## src/pll_regs_cfg.svh

```systemverilog
// register offsets, field positions and reset values of the loop register bank
`ifndef PLL_REGS_CFG_SVH
`define PLL_REGS_CFG_SVH
`define OFS_STATUS      2'h0
`define OFS_CONTROL     2'h1
`define OFS_PHASE       2'h2
`define BIT_LOCKED      0
`define BIT_PHASEDONE   1
`define BIT_LOOPRESET   0
`define BIT_PFDENABLE   1
`define RST_LOCKED      1'h1
`define RST_PHASEDONE   1'h0
`define RST_LOOPRESET   1'h0
`define RST_PFDENABLE   1'h1
`define CNT_SEL_W       9
`define PHASE_LSB       30
`define PHASE_NOP       2'h0
`define PHASE_UP        2'h1
`define PHASE_DOWN      2'h2
`define FULL_WIDTH      32
`define LEGACY_WIDTH    16
`endif

```

## src/pll_regs_pkg.sv

```systemverilog
// types shared by the loop register bank files
package pll_regs_pkg;
  // register port request from software
  typedef struct packed {
    logic        read;
    logic        write;
    logic [1:0]  address;
    logic [31:0] writeData;
  } reg_req_s;
  // signals to the analogue loop
  typedef struct packed {
    logic       loopReset;
    logic       pfdEnable;
    logic       phaseStep;
    logic       phaseUpDown;
    logic [8:0] counterSel;
  } loop_ctl_s;
  typedef enum logic [1:0] {
    STEP_IDLE = 2'b00,
    STEP_WAIT = 2'b01
  } step_state_e;
endpackage

```

## src/sync_bit.sv

```systemverilog
// two flip-flop synchroniser for a level from outside the clock domain
`timescale 1ns/1ps
`default_nettype none
module sync_bit #(
  parameter logic RESET_VAL = 1'b0
) (
  // clock and reset
  input  wire logic sysClk,
  input  wire logic rstN,
  // level in and out
  input  wire logic din,
  output logic      dout
);
  logic stage1_r;
  logic stage2_r;
  // first stage feeds only the second
  always_ff @(posedge sysClk or negedge rstN) begin
    if (!rstN) begin
      stage1_r <= RESET_VAL;
      stage2_r <= RESET_VAL;
    end else begin
      stage1_r <= din;
      stage2_r <= stage1_r;
    end
  end
  assign dout = stage2_r;
endmodule
`default_nettype wire

```

## src/phase_step.sv

```systemverilog
// turns a phase field write into one step request held until done
`timescale 1ns/1ps
`default_nettype none
module phase_step (
  // clock and reset
  input  wire logic                   sysClk,
  input  wire logic                   rstN,
  // request from register write
  input  wire logic                   start,
  input  wire logic [1:0]             dir,
  // synchronised done from the loop
  input  wire logic                   doneSync,
  // step outputs
  output logic                        stepReq,
  output logic                        stepUp
);
  import pll_regs_pkg::*;
  `include "pll_regs_cfg.svh"
  step_state_e state_r, state_nxt;
  logic        up_r, up_nxt;
  // only 01 and 10 do anything; 00 and 11 are no-ops
  always_comb begin
    state_nxt = state_r;
    up_nxt    = up_r;
    unique case (state_r)
      STEP_IDLE: begin
        // a stale done from the last step would end a new step at once
        if (start && !doneSync && (dir == `PHASE_UP || dir == `PHASE_DOWN)) begin
          state_nxt = STEP_WAIT;
          up_nxt    = (dir == `PHASE_UP);
        end
      end
      STEP_WAIT: begin
        if (doneSync) begin
          state_nxt = STEP_IDLE;
        end
      end
      default: state_nxt = STEP_IDLE;
    endcase
  end
  always_ff @(posedge sysClk or negedge rstN) begin
    if (!rstN) begin
      state_r <= STEP_IDLE;
      up_r    <= 1'b0;
    end else begin
      state_r <= state_nxt;
      up_r    <= up_nxt;
    end
  end
  assign stepReq = (state_r == STEP_WAIT);
  assign stepUp  = up_r;
endmodule
`default_nettype wire

```

## src/pll_status_control_regs.sv

```systemverilog
// register bank wrapping the phase-locked loop status and control signals
`timescale 1ns/1ps
`default_nettype none
module pll_status_control_regs #(
  parameter int unsigned REG_WIDTH    = 32,
  parameter bit          HAS_RESET    = 1'b1,
  parameter bit          RESET_MAPPED = 1'b1,
  parameter bit          HAS_PFD      = 1'b1,
  parameter bit          PFD_MAPPED   = 1'b1,
  parameter bit          HAS_LOCKED   = 1'b1,
  parameter bit          LOCKED_MAPPED = 1'b1,
  parameter bit          HAS_PHASE    = 1'b1,
  parameter bit          PHASE_MAPPED = 1'b1
) (
  // clock and reset
  input  wire logic                     sys_clk,
  input  wire logic                     arst_n,
  // register port
  input  wire pll_regs_pkg::reg_req_s   regReq,
  output logic [31:0]                   readData,
  // loop side inputs, asynchronous to sys_clk
  input  wire logic                     loopLocked,
  input  wire logic                     loopPhaseDone,
  // exported request and enable inputs, used when not register-mapped
  input  wire logic                     extLoopReset,
  input  wire logic                     extPfdEnable,
  input  wire logic                     extLoopEnable,
  // loop side outputs
  output pll_regs_pkg::loop_ctl_s       loopCtl,
  output logic                          loopEnable,
  // raw conduits
  output logic                          lockedRaw,
  output logic                          phaseDoneRaw,
  // system reset request to enclosing module
  output logic                          systemResetReq
);
  import pll_regs_pkg::*;
  `include "pll_regs_cfg.svh"

  // refuse widths other than the two variants
  initial begin
    if (REG_WIDTH != `FULL_WIDTH && REG_WIDTH != `LEGACY_WIDTH) begin
      $error("REG_WIDTH must be 32 or 16");
    end
  end

  localparam bit FULL = (REG_WIDTH == `FULL_WIDTH);
  // full variant always holds the registers; legacy only when generated and mapped
  localparam bit MAP_LOCK  = FULL || (HAS_LOCKED && LOCKED_MAPPED);
  localparam bit MAP_PHASE = FULL || (HAS_PHASE && PHASE_MAPPED);
  localparam bit MAP_RST   = FULL || (HAS_RESET && RESET_MAPPED);
  localparam bit MAP_PFD   = FULL || (HAS_PFD && PFD_MAPPED);

  // reset release through two flip-flops
  logic rstMeta_r;
  logic rstN_r;
  always_ff @(posedge sys_clk or negedge arst_n) begin
    if (!arst_n) begin
      rstMeta_r <= 1'b0;
      rstN_r    <= 1'b0;
    end else begin
      rstMeta_r <= 1'b1;
      rstN_r    <= rstMeta_r;
    end
  end

  // address decode used by the write path; the read path decodes the address in its own case
  function automatic logic hit(input reg_req_s r, input logic [1:0] ofs);
    hit = (r.address == ofs);
  endfunction

  // status inputs cross into sys_clk
  logic lockSync;
  logic doneSync;
  sync_bit #(.RESET_VAL(`RST_LOCKED)) u_syncLock (
    .sysClk (sys_clk),
    .rstN   (rstN_r),
    .din    (loopLocked),
    .dout   (lockSync)
  );
  sync_bit #(.RESET_VAL(`RST_PHASEDONE)) u_syncDone (
    .sysClk (sys_clk),
    .rstN   (rstN_r),
    .din    (loopPhaseDone),
    .dout   (doneSync)
  );

  // control and phase-select registers
  logic                  loopReset_r, loopReset_nxt;
  logic                  pfdEnable_r, pfdEnable_nxt;
  logic [`CNT_SEL_W-1:0] cntSel_r, cntSel_nxt;
  logic                  stepStart;
  logic [1:0]            stepDir;
  logic                  stepReq;
  logic                  stepUp;
  always_comb begin
    loopReset_nxt = loopReset_r;
    pfdEnable_nxt = pfdEnable_r;
    cntSel_nxt    = cntSel_r;
    stepStart     = 1'b0;
    stepDir       = regReq.writeData[`PHASE_LSB +: 2];
    // offset zero has no write branch, so writes there are dropped
    if (regReq.write && hit(regReq, `OFS_CONTROL)) begin
      if (MAP_RST) begin
        loopReset_nxt = regReq.writeData[`BIT_LOOPRESET];
      end
      if (MAP_PFD) begin
        pfdEnable_nxt = regReq.writeData[`BIT_PFDENABLE];
      end
    end
    // phase stepping exists only in the full variant; a write while a step
    // is still settling is refused so the counter cannot change mid-step
    if (FULL && regReq.write && hit(regReq, `OFS_PHASE) && !stepReq && !doneSync) begin
      cntSel_nxt = regReq.writeData[`CNT_SEL_W-1:0];
      stepStart  = 1'b1;
    end
  end
  always_ff @(posedge sys_clk or negedge rstN_r) begin
    if (!rstN_r) begin
      loopReset_r <= `RST_LOOPRESET;
      pfdEnable_r <= `RST_PFDENABLE;
      cntSel_r    <= '0;
    end else begin
      loopReset_r <= loopReset_nxt;
      pfdEnable_r <= pfdEnable_nxt;
      cntSel_r    <= cntSel_nxt;
    end
  end

  // phase step sequencer
  phase_step u_step (
    .sysClk   (sys_clk),
    .rstN     (rstN_r),
    .start    (stepStart),
    .dir      (stepDir),
    .doneSync (doneSync),
    .stepReq  (stepReq),
    .stepUp   (stepUp)
  );

  // read data, registered; unmapped and reserved bits read zero
  logic [31:0] readData_r, readData_nxt;
  always_comb begin
    readData_nxt = '0;
    if (regReq.read) begin
      unique case (regReq.address)
        `OFS_STATUS: begin
          readData_nxt[`BIT_LOCKED]    = MAP_LOCK & lockSync;
          readData_nxt[`BIT_PHASEDONE] = MAP_PHASE & doneSync;
        end
        `OFS_CONTROL: begin
          readData_nxt[`BIT_LOOPRESET] = MAP_RST & loopReset_r;
          readData_nxt[`BIT_PFDENABLE] = MAP_PFD & pfdEnable_r;
        end
        `OFS_PHASE: begin
          if (FULL) begin
            readData_nxt[`CNT_SEL_W-1:0] = cntSel_r;
          end
        end
        default: readData_nxt = '0;
      endcase
      if (!FULL) begin
        readData_nxt[31:16] = '0;
      end
    end
  end
  always_ff @(posedge sys_clk or negedge rstN_r) begin
    if (!rstN_r) begin
      readData_r <= '0;
    end else begin
      readData_r <= readData_nxt;
    end
  end
  assign readData = readData_r;

  // loop side: register bit or exported input, per mapping choice
  logic resetSel;
  assign resetSel = MAP_RST ? loopReset_r : (HAS_RESET & extLoopReset);
  always_comb begin
    loopCtl.loopReset   = resetSel;
    loopCtl.pfdEnable   = MAP_PFD ? pfdEnable_r : (!HAS_PFD | extPfdEnable);
    loopCtl.phaseStep   = stepReq;
    loopCtl.phaseUpDown = stepUp;
    loopCtl.counterSel  = cntSel_r;
  end
  // enable is never mapped; it follows the exported input directly, with no default when unused
  assign loopEnable     = extLoopEnable;
  assign lockedRaw      = loopLocked;
  assign phaseDoneRaw   = loopPhaseDone;
  assign systemResetReq = resetSel;

  // a write to status must not disturb the control bits
  a_status_write_inert: assert property (@(posedge sys_clk) disable iff (!rstN_r)
    (regReq.write && regReq.address == `OFS_STATUS)
    |=> $stable(loopReset_r) && $stable(pfdEnable_r))
    else $error("status write changed control state");
  // lock bit follows the synchronised level one cycle after a read
  a_lock_read: assert property (@(posedge sys_clk) disable iff (!rstN_r)
    (regReq.read && regReq.address == `OFS_STATUS)
    |=> readData[`BIT_LOCKED] == (MAP_LOCK & $past(lockSync)))
    else $error("lock bit read mismatch");
  a_done_read: assert property (@(posedge sys_clk) disable iff (!rstN_r)
    (regReq.read && regReq.address == `OFS_STATUS)
    |=> readData[`BIT_PHASEDONE] == (MAP_PHASE & $past(doneSync)))
    else $error("phase done bit read mismatch");
  a_raw_conduit: assert property (@(posedge sys_clk) disable iff (!rstN_r)
    lockedRaw == loopLocked && phaseDoneRaw == loopPhaseDone)
    else $error("raw conduit mismatch");
  a_reset_write: assert property (@(posedge sys_clk) disable iff (!rstN_r)
    (MAP_RST && regReq.write && regReq.address == `OFS_CONTROL)
    |=> loopCtl.loopReset == $past(regReq.writeData[`BIT_LOOPRESET]))
    else $error("loop reset not driven by control write");
  a_pfd_write: assert property (@(posedge sys_clk) disable iff (!rstN_r)
    (MAP_PFD && regReq.write && regReq.address == `OFS_CONTROL)
    |=> loopCtl.pfdEnable == $past(regReq.writeData[`BIT_PFDENABLE]))
    else $error("detector enable not driven by control write");
  a_ctrl_readback: assert property (@(posedge sys_clk) disable iff (!rstN_r)
    (regReq.read && regReq.address == `OFS_CONTROL)
    |=> readData[1:0] == {MAP_PFD & $past(pfdEnable_r), MAP_RST & $past(loopReset_r)})
    else $error("control readback mismatch");
  a_reserved_zero: assert property (@(posedge sys_clk) disable iff (!rstN_r)
    $past(regReq.address) != `OFS_PHASE |-> readData[31:2] == '0)
    else $error("reserved bits not zero");
  a_sysreset_tie: assert property (@(posedge sys_clk) disable iff (!rstN_r)
    systemResetReq == loopCtl.loopReset)
    else $error("system reset differs from loop reset");
  a_step_dir: assert property (@(posedge sys_clk) disable iff (!rstN_r)
    (FULL && stepStart && !stepReq && !doneSync && stepDir == `PHASE_DOWN)
    |=> stepReq && !stepUp)
    else $error("step down not issued");
endmodule
`default_nettype wire

```

## config.mk

```make
export PLATFORM = sky130hd
export DESIGN_NAME = pll_status_control_regs
export DESIGN_NICKNAME = d
export VERILOG_FILES = /design/src/pll_regs_pkg.sv /design/src/sync_bit.sv /design/src/phase_step.sv /design/src/pll_status_control_regs.sv
export VERILOG_INCLUDE_DIRS = /design/src
export SDC_FILE = /design/constraint.sdc
export NUM_CORES = 1
export LEC_CHECK = 0
export CAP_MARGIN = 20
export CORE_ASPECT_RATIO = 1.75
export CORE_MARGIN = 4
export CORE_UTILIZATION = 55
export CTS_CLUSTER_SIZE = 30
export DETAILED_ROUTE_END_ITERATION = 10
export DONT_BUFFER_PORTS = 1
export GPL_TIMING_DRIVEN = 0
export PLACE_DENSITY = 0.74
export SETUP_SLACK_MARGIN = 0.05
export SLEW_MARGIN = 20
export SYNTH_ARGS = -nofsm -noshare
export SYNTH_HDL_FRONTEND = slang
export SYNTH_SLANG_ARGS = --single-unit
```

## constraint.sdc

```tcl
create_clock -name sys_clk -period 0.9 [get_ports sys_clk]
set_input_delay 0 -clock sys_clk [delete_from_list [all_inputs] [get_ports sys_clk]]
set_output_delay 0 -clock sys_clk [all_outputs]
set_load 0.05 [all_outputs]
```

==> metrics <==
commonest non-fill, non-tap cell in the layout buf_4; setup ws final -0.3019 ns; Initial Utilization 0.5680; worst hold slack -0.09309 ns; post-route insts no fill roughly 170; RePlAce Congestion 0.7177; IO Port Bufs 0; outcome finished with violations; mapped cell area ~1300 um^2; # setup viols final 33; cell count after synthesis 96; Worst setup EP type register; Layout area overhead 32.56%; leakage 0.8788 nW; Die Area around 3200 um^2; clock share of power 0.209; global-route usage over all layers 0.1637; Fill cells 141; hpwl dp 1.706 mm; ANT cells 0; sequential share of power 0.562; share of the synthesized area in the top cell type 0.4845; Reg clk slew, reported paths about 0.090 ns; number of vias per cell between 4 and 5; initial antenna violation count 0; worst path arrival time 1.36 ns; Critical Path Source Type register; CTS root buffer clkbuf_8; Congestion Overflow GR 0; fin nets between 150 and 200; Reg-to-Reg Start u_syncDone.dout; fmax about 830 MHz; fin crit period 1.202 ns; 1st-pass router iterations 2; CP cell instances nor2_4 > nand4b_4 > mux2_4; most frequent cells in the layout 29 x buf_4, 24 x conb_1, 18 x dfrtp_1; largest family of logic cells by synthesized area buffers and inverters; Final Total Pwr ~3.6 mW; vias in the first global route 835; fin crit share 1.335; I/O pin count 92; Fin Setup TNS -4.421 ns; cells taking the most area after synthesis dfrtp_1 48%, buf_4 17%, mux2_2 9.6%; die height ~70 um; CTS tree yes; Syn Area/Cell 13.45 um^2; area of the multi-input gates about 460 um^2; first-pass GRT wire length 3.870 mm; Worst EP required approximately 1.1 ns; Skew-Pair Late Insertion Delay ~0.27 ns; worst flop-to-flop path endpoint u_step.stepUp; CTS H-tree lvls 1; Synth area leader dfrtp_1; Post-CTS Hold Buffers 15; maxcap violations 0; failing checks negative hold slack, negative setup slack; Compound-Gate Fraction of Synth Area 0.01647; hold wc startpoint regReq[34]; Largest stage delay, worst path approximately 0.41 ns; CTS max path bufs 2; Seq. cell area 713.2 um^2; CTS Buf Count 3; drt drc 0; sequential share of the synthesized area 0.5455; Post-Synth XOR/XNOR Area 0; crit path kind reg2reg; max-slew violation count 0; Rel. slew slack 0.6234; multiplexer area fraction after synthesis 0.1231; std cell rows 23; Gate power share 0.229; final wirelength 2.555 mm; Psw 1.451 mW; pwr dens 2122 nW/um^2; FF+latch count, synth 28; wire per inst approximately 15 um; layout cells sized above 1 0.5282; Power Internal between 2 and 2.5 mW; switch share 0.3995; CTS sink cnt 28; dpl cells approximately 140; CP max FO 3; Synth Area in Adders 0.009690; unrepaired setup endpoints after global routing yes; placed instance area between 1000 and 1500 um^2; Cells on Worst Hold Path 2; Simple-Gate Fraction of Synth Area 0.1105; via count 760; FF-to-FF path depth 3; Hold WC Path Type in2reg; Hold Path End u_step.state_r[0]; final antenna-violating net count 0; distinct cell type count after synthesis 22; fin area about 1700 um^2; Hold Fails Final Rpt 11; DR iter-0 viols 15; skew final 0.005011 ns; largest net degree at the start of global routing 27; maximum vdd drop approximately 1.1 mV; Reg2Reg Setup Slack -0.30 ns; Placeable Area around 2300 um^2; worst slew pin tran approximately 0.56 ns; die width between 40 and 50 um; Yosys Warn Count 0; slowest CP cell dfrtp_1
## timing repair
item                                    in CTS  in global routing
resized for setup                           15                  3
endpoints found under the hold margin       26                  7
endpoints found under the setup margin      69                 38
pin swaps                                    3                  0
setup buffers                                2                  2
cloned                                       1                  0
## layer usage
layer | wire [um] | GRT usage | vias to the layer above
li1 | - | - | 356
met1 | 763 | 0.1588 | 351
met2 | 1464 | 0.2928 | 45
met3 | 242 | 0.04715 | 8
met4 | 85 | 0.09060 | 0
met5 | 0 | 0 | -
## cell families after synthesis
family,after synthesis
flops,28
other cells,2
fa+ha+maj,1
compound gates,3
simple gates,15
buf+inv,33
mux,14
## critical path: cells and delay by family (launching register included)
kind / cells / cell delay, ns
DFF: 1 / 0.41
and+or+nand+nor: 2 / 0.36
muxes: 1 / 0.31
## metrics by stage
| stage | worst slack (ns) | utilization |
|---|---|---|
| 5_1_grt | -0.3361 | 0.7529 |
| 2_1_floorplan | -0.1953 | - |
| 3_5_place_dp | -0.3013 | 0.6203 |
| 3_3_place_gp | -0.2658 | 0.6203 |
| 6_report | -0.3019 | 0.7529 |
| 4_1_cts | -0.2889 | 0.7408 |
## synth_stat cells (all sizes together)
| library cell | number |
|---|---|
| a21boi | 1 |
| and2 | 1 |
| and3 | 7 |
| buf | 31 |
| conb | 2 |
| dfrtp | 25 |
| dfstp | 3 |
| ha | 1 |
| inv | 2 |
| mux2 | 12 |
| mux2i | 2 |
| nand2 | 1 |
| nand3 | 1 |
| nand3b | 1 |
| nand4b | 1 |
| nor2 | 1 |
| nor2b | 1 |
| o21ai | 1 |
| o2bb2ai | 1 |
| or2 | 1 |
## power by group through the flow
stage,registers (mW),logic (mW),clock network [mW]
6_report,2.04,0.833,0.758
5_1_grt,2.07,0.878,0.834
3_5_place_dp,2.06,0.687,0
3_3_place_gp,2.05,0.676,0
4_1_cts,2.05,0.794,0.764
2_1_floorplan,2.01,0.658,0
## cell type report
type,count,area share
sequential,28,0.4167
multi-input combinational,58,0.2675
buffer,31,0.1535
timing repair buffer,19,0.1075
clock buffer,4,0.03216
tap,25,0.01827
inverter,2,0.004386
## worst max-delay path by stage
stage | startpoint | to | slack (ns) | cells after the start
final | u_syncDone.dout | u_step.stepUp | -0.30 | 3
after global routing | u_step.state_r[0] | u_step.stepUp | -0.34 | 3
after CTS | u_syncDone.dout | cntSel_r[3] | -0.29 | 3
after detailed placement | u_step.state_r[0] | cntSel_r[3] | -0.30 | 3
after global placement | u_step.state_r[0] | cntSel_r[4] | -0.27 | 3
after floorplan | u_step.state_r[0] | cntSel_r[0] | -0.20 | 3
No activity file was read; power rests on OpenSTA's default activity.
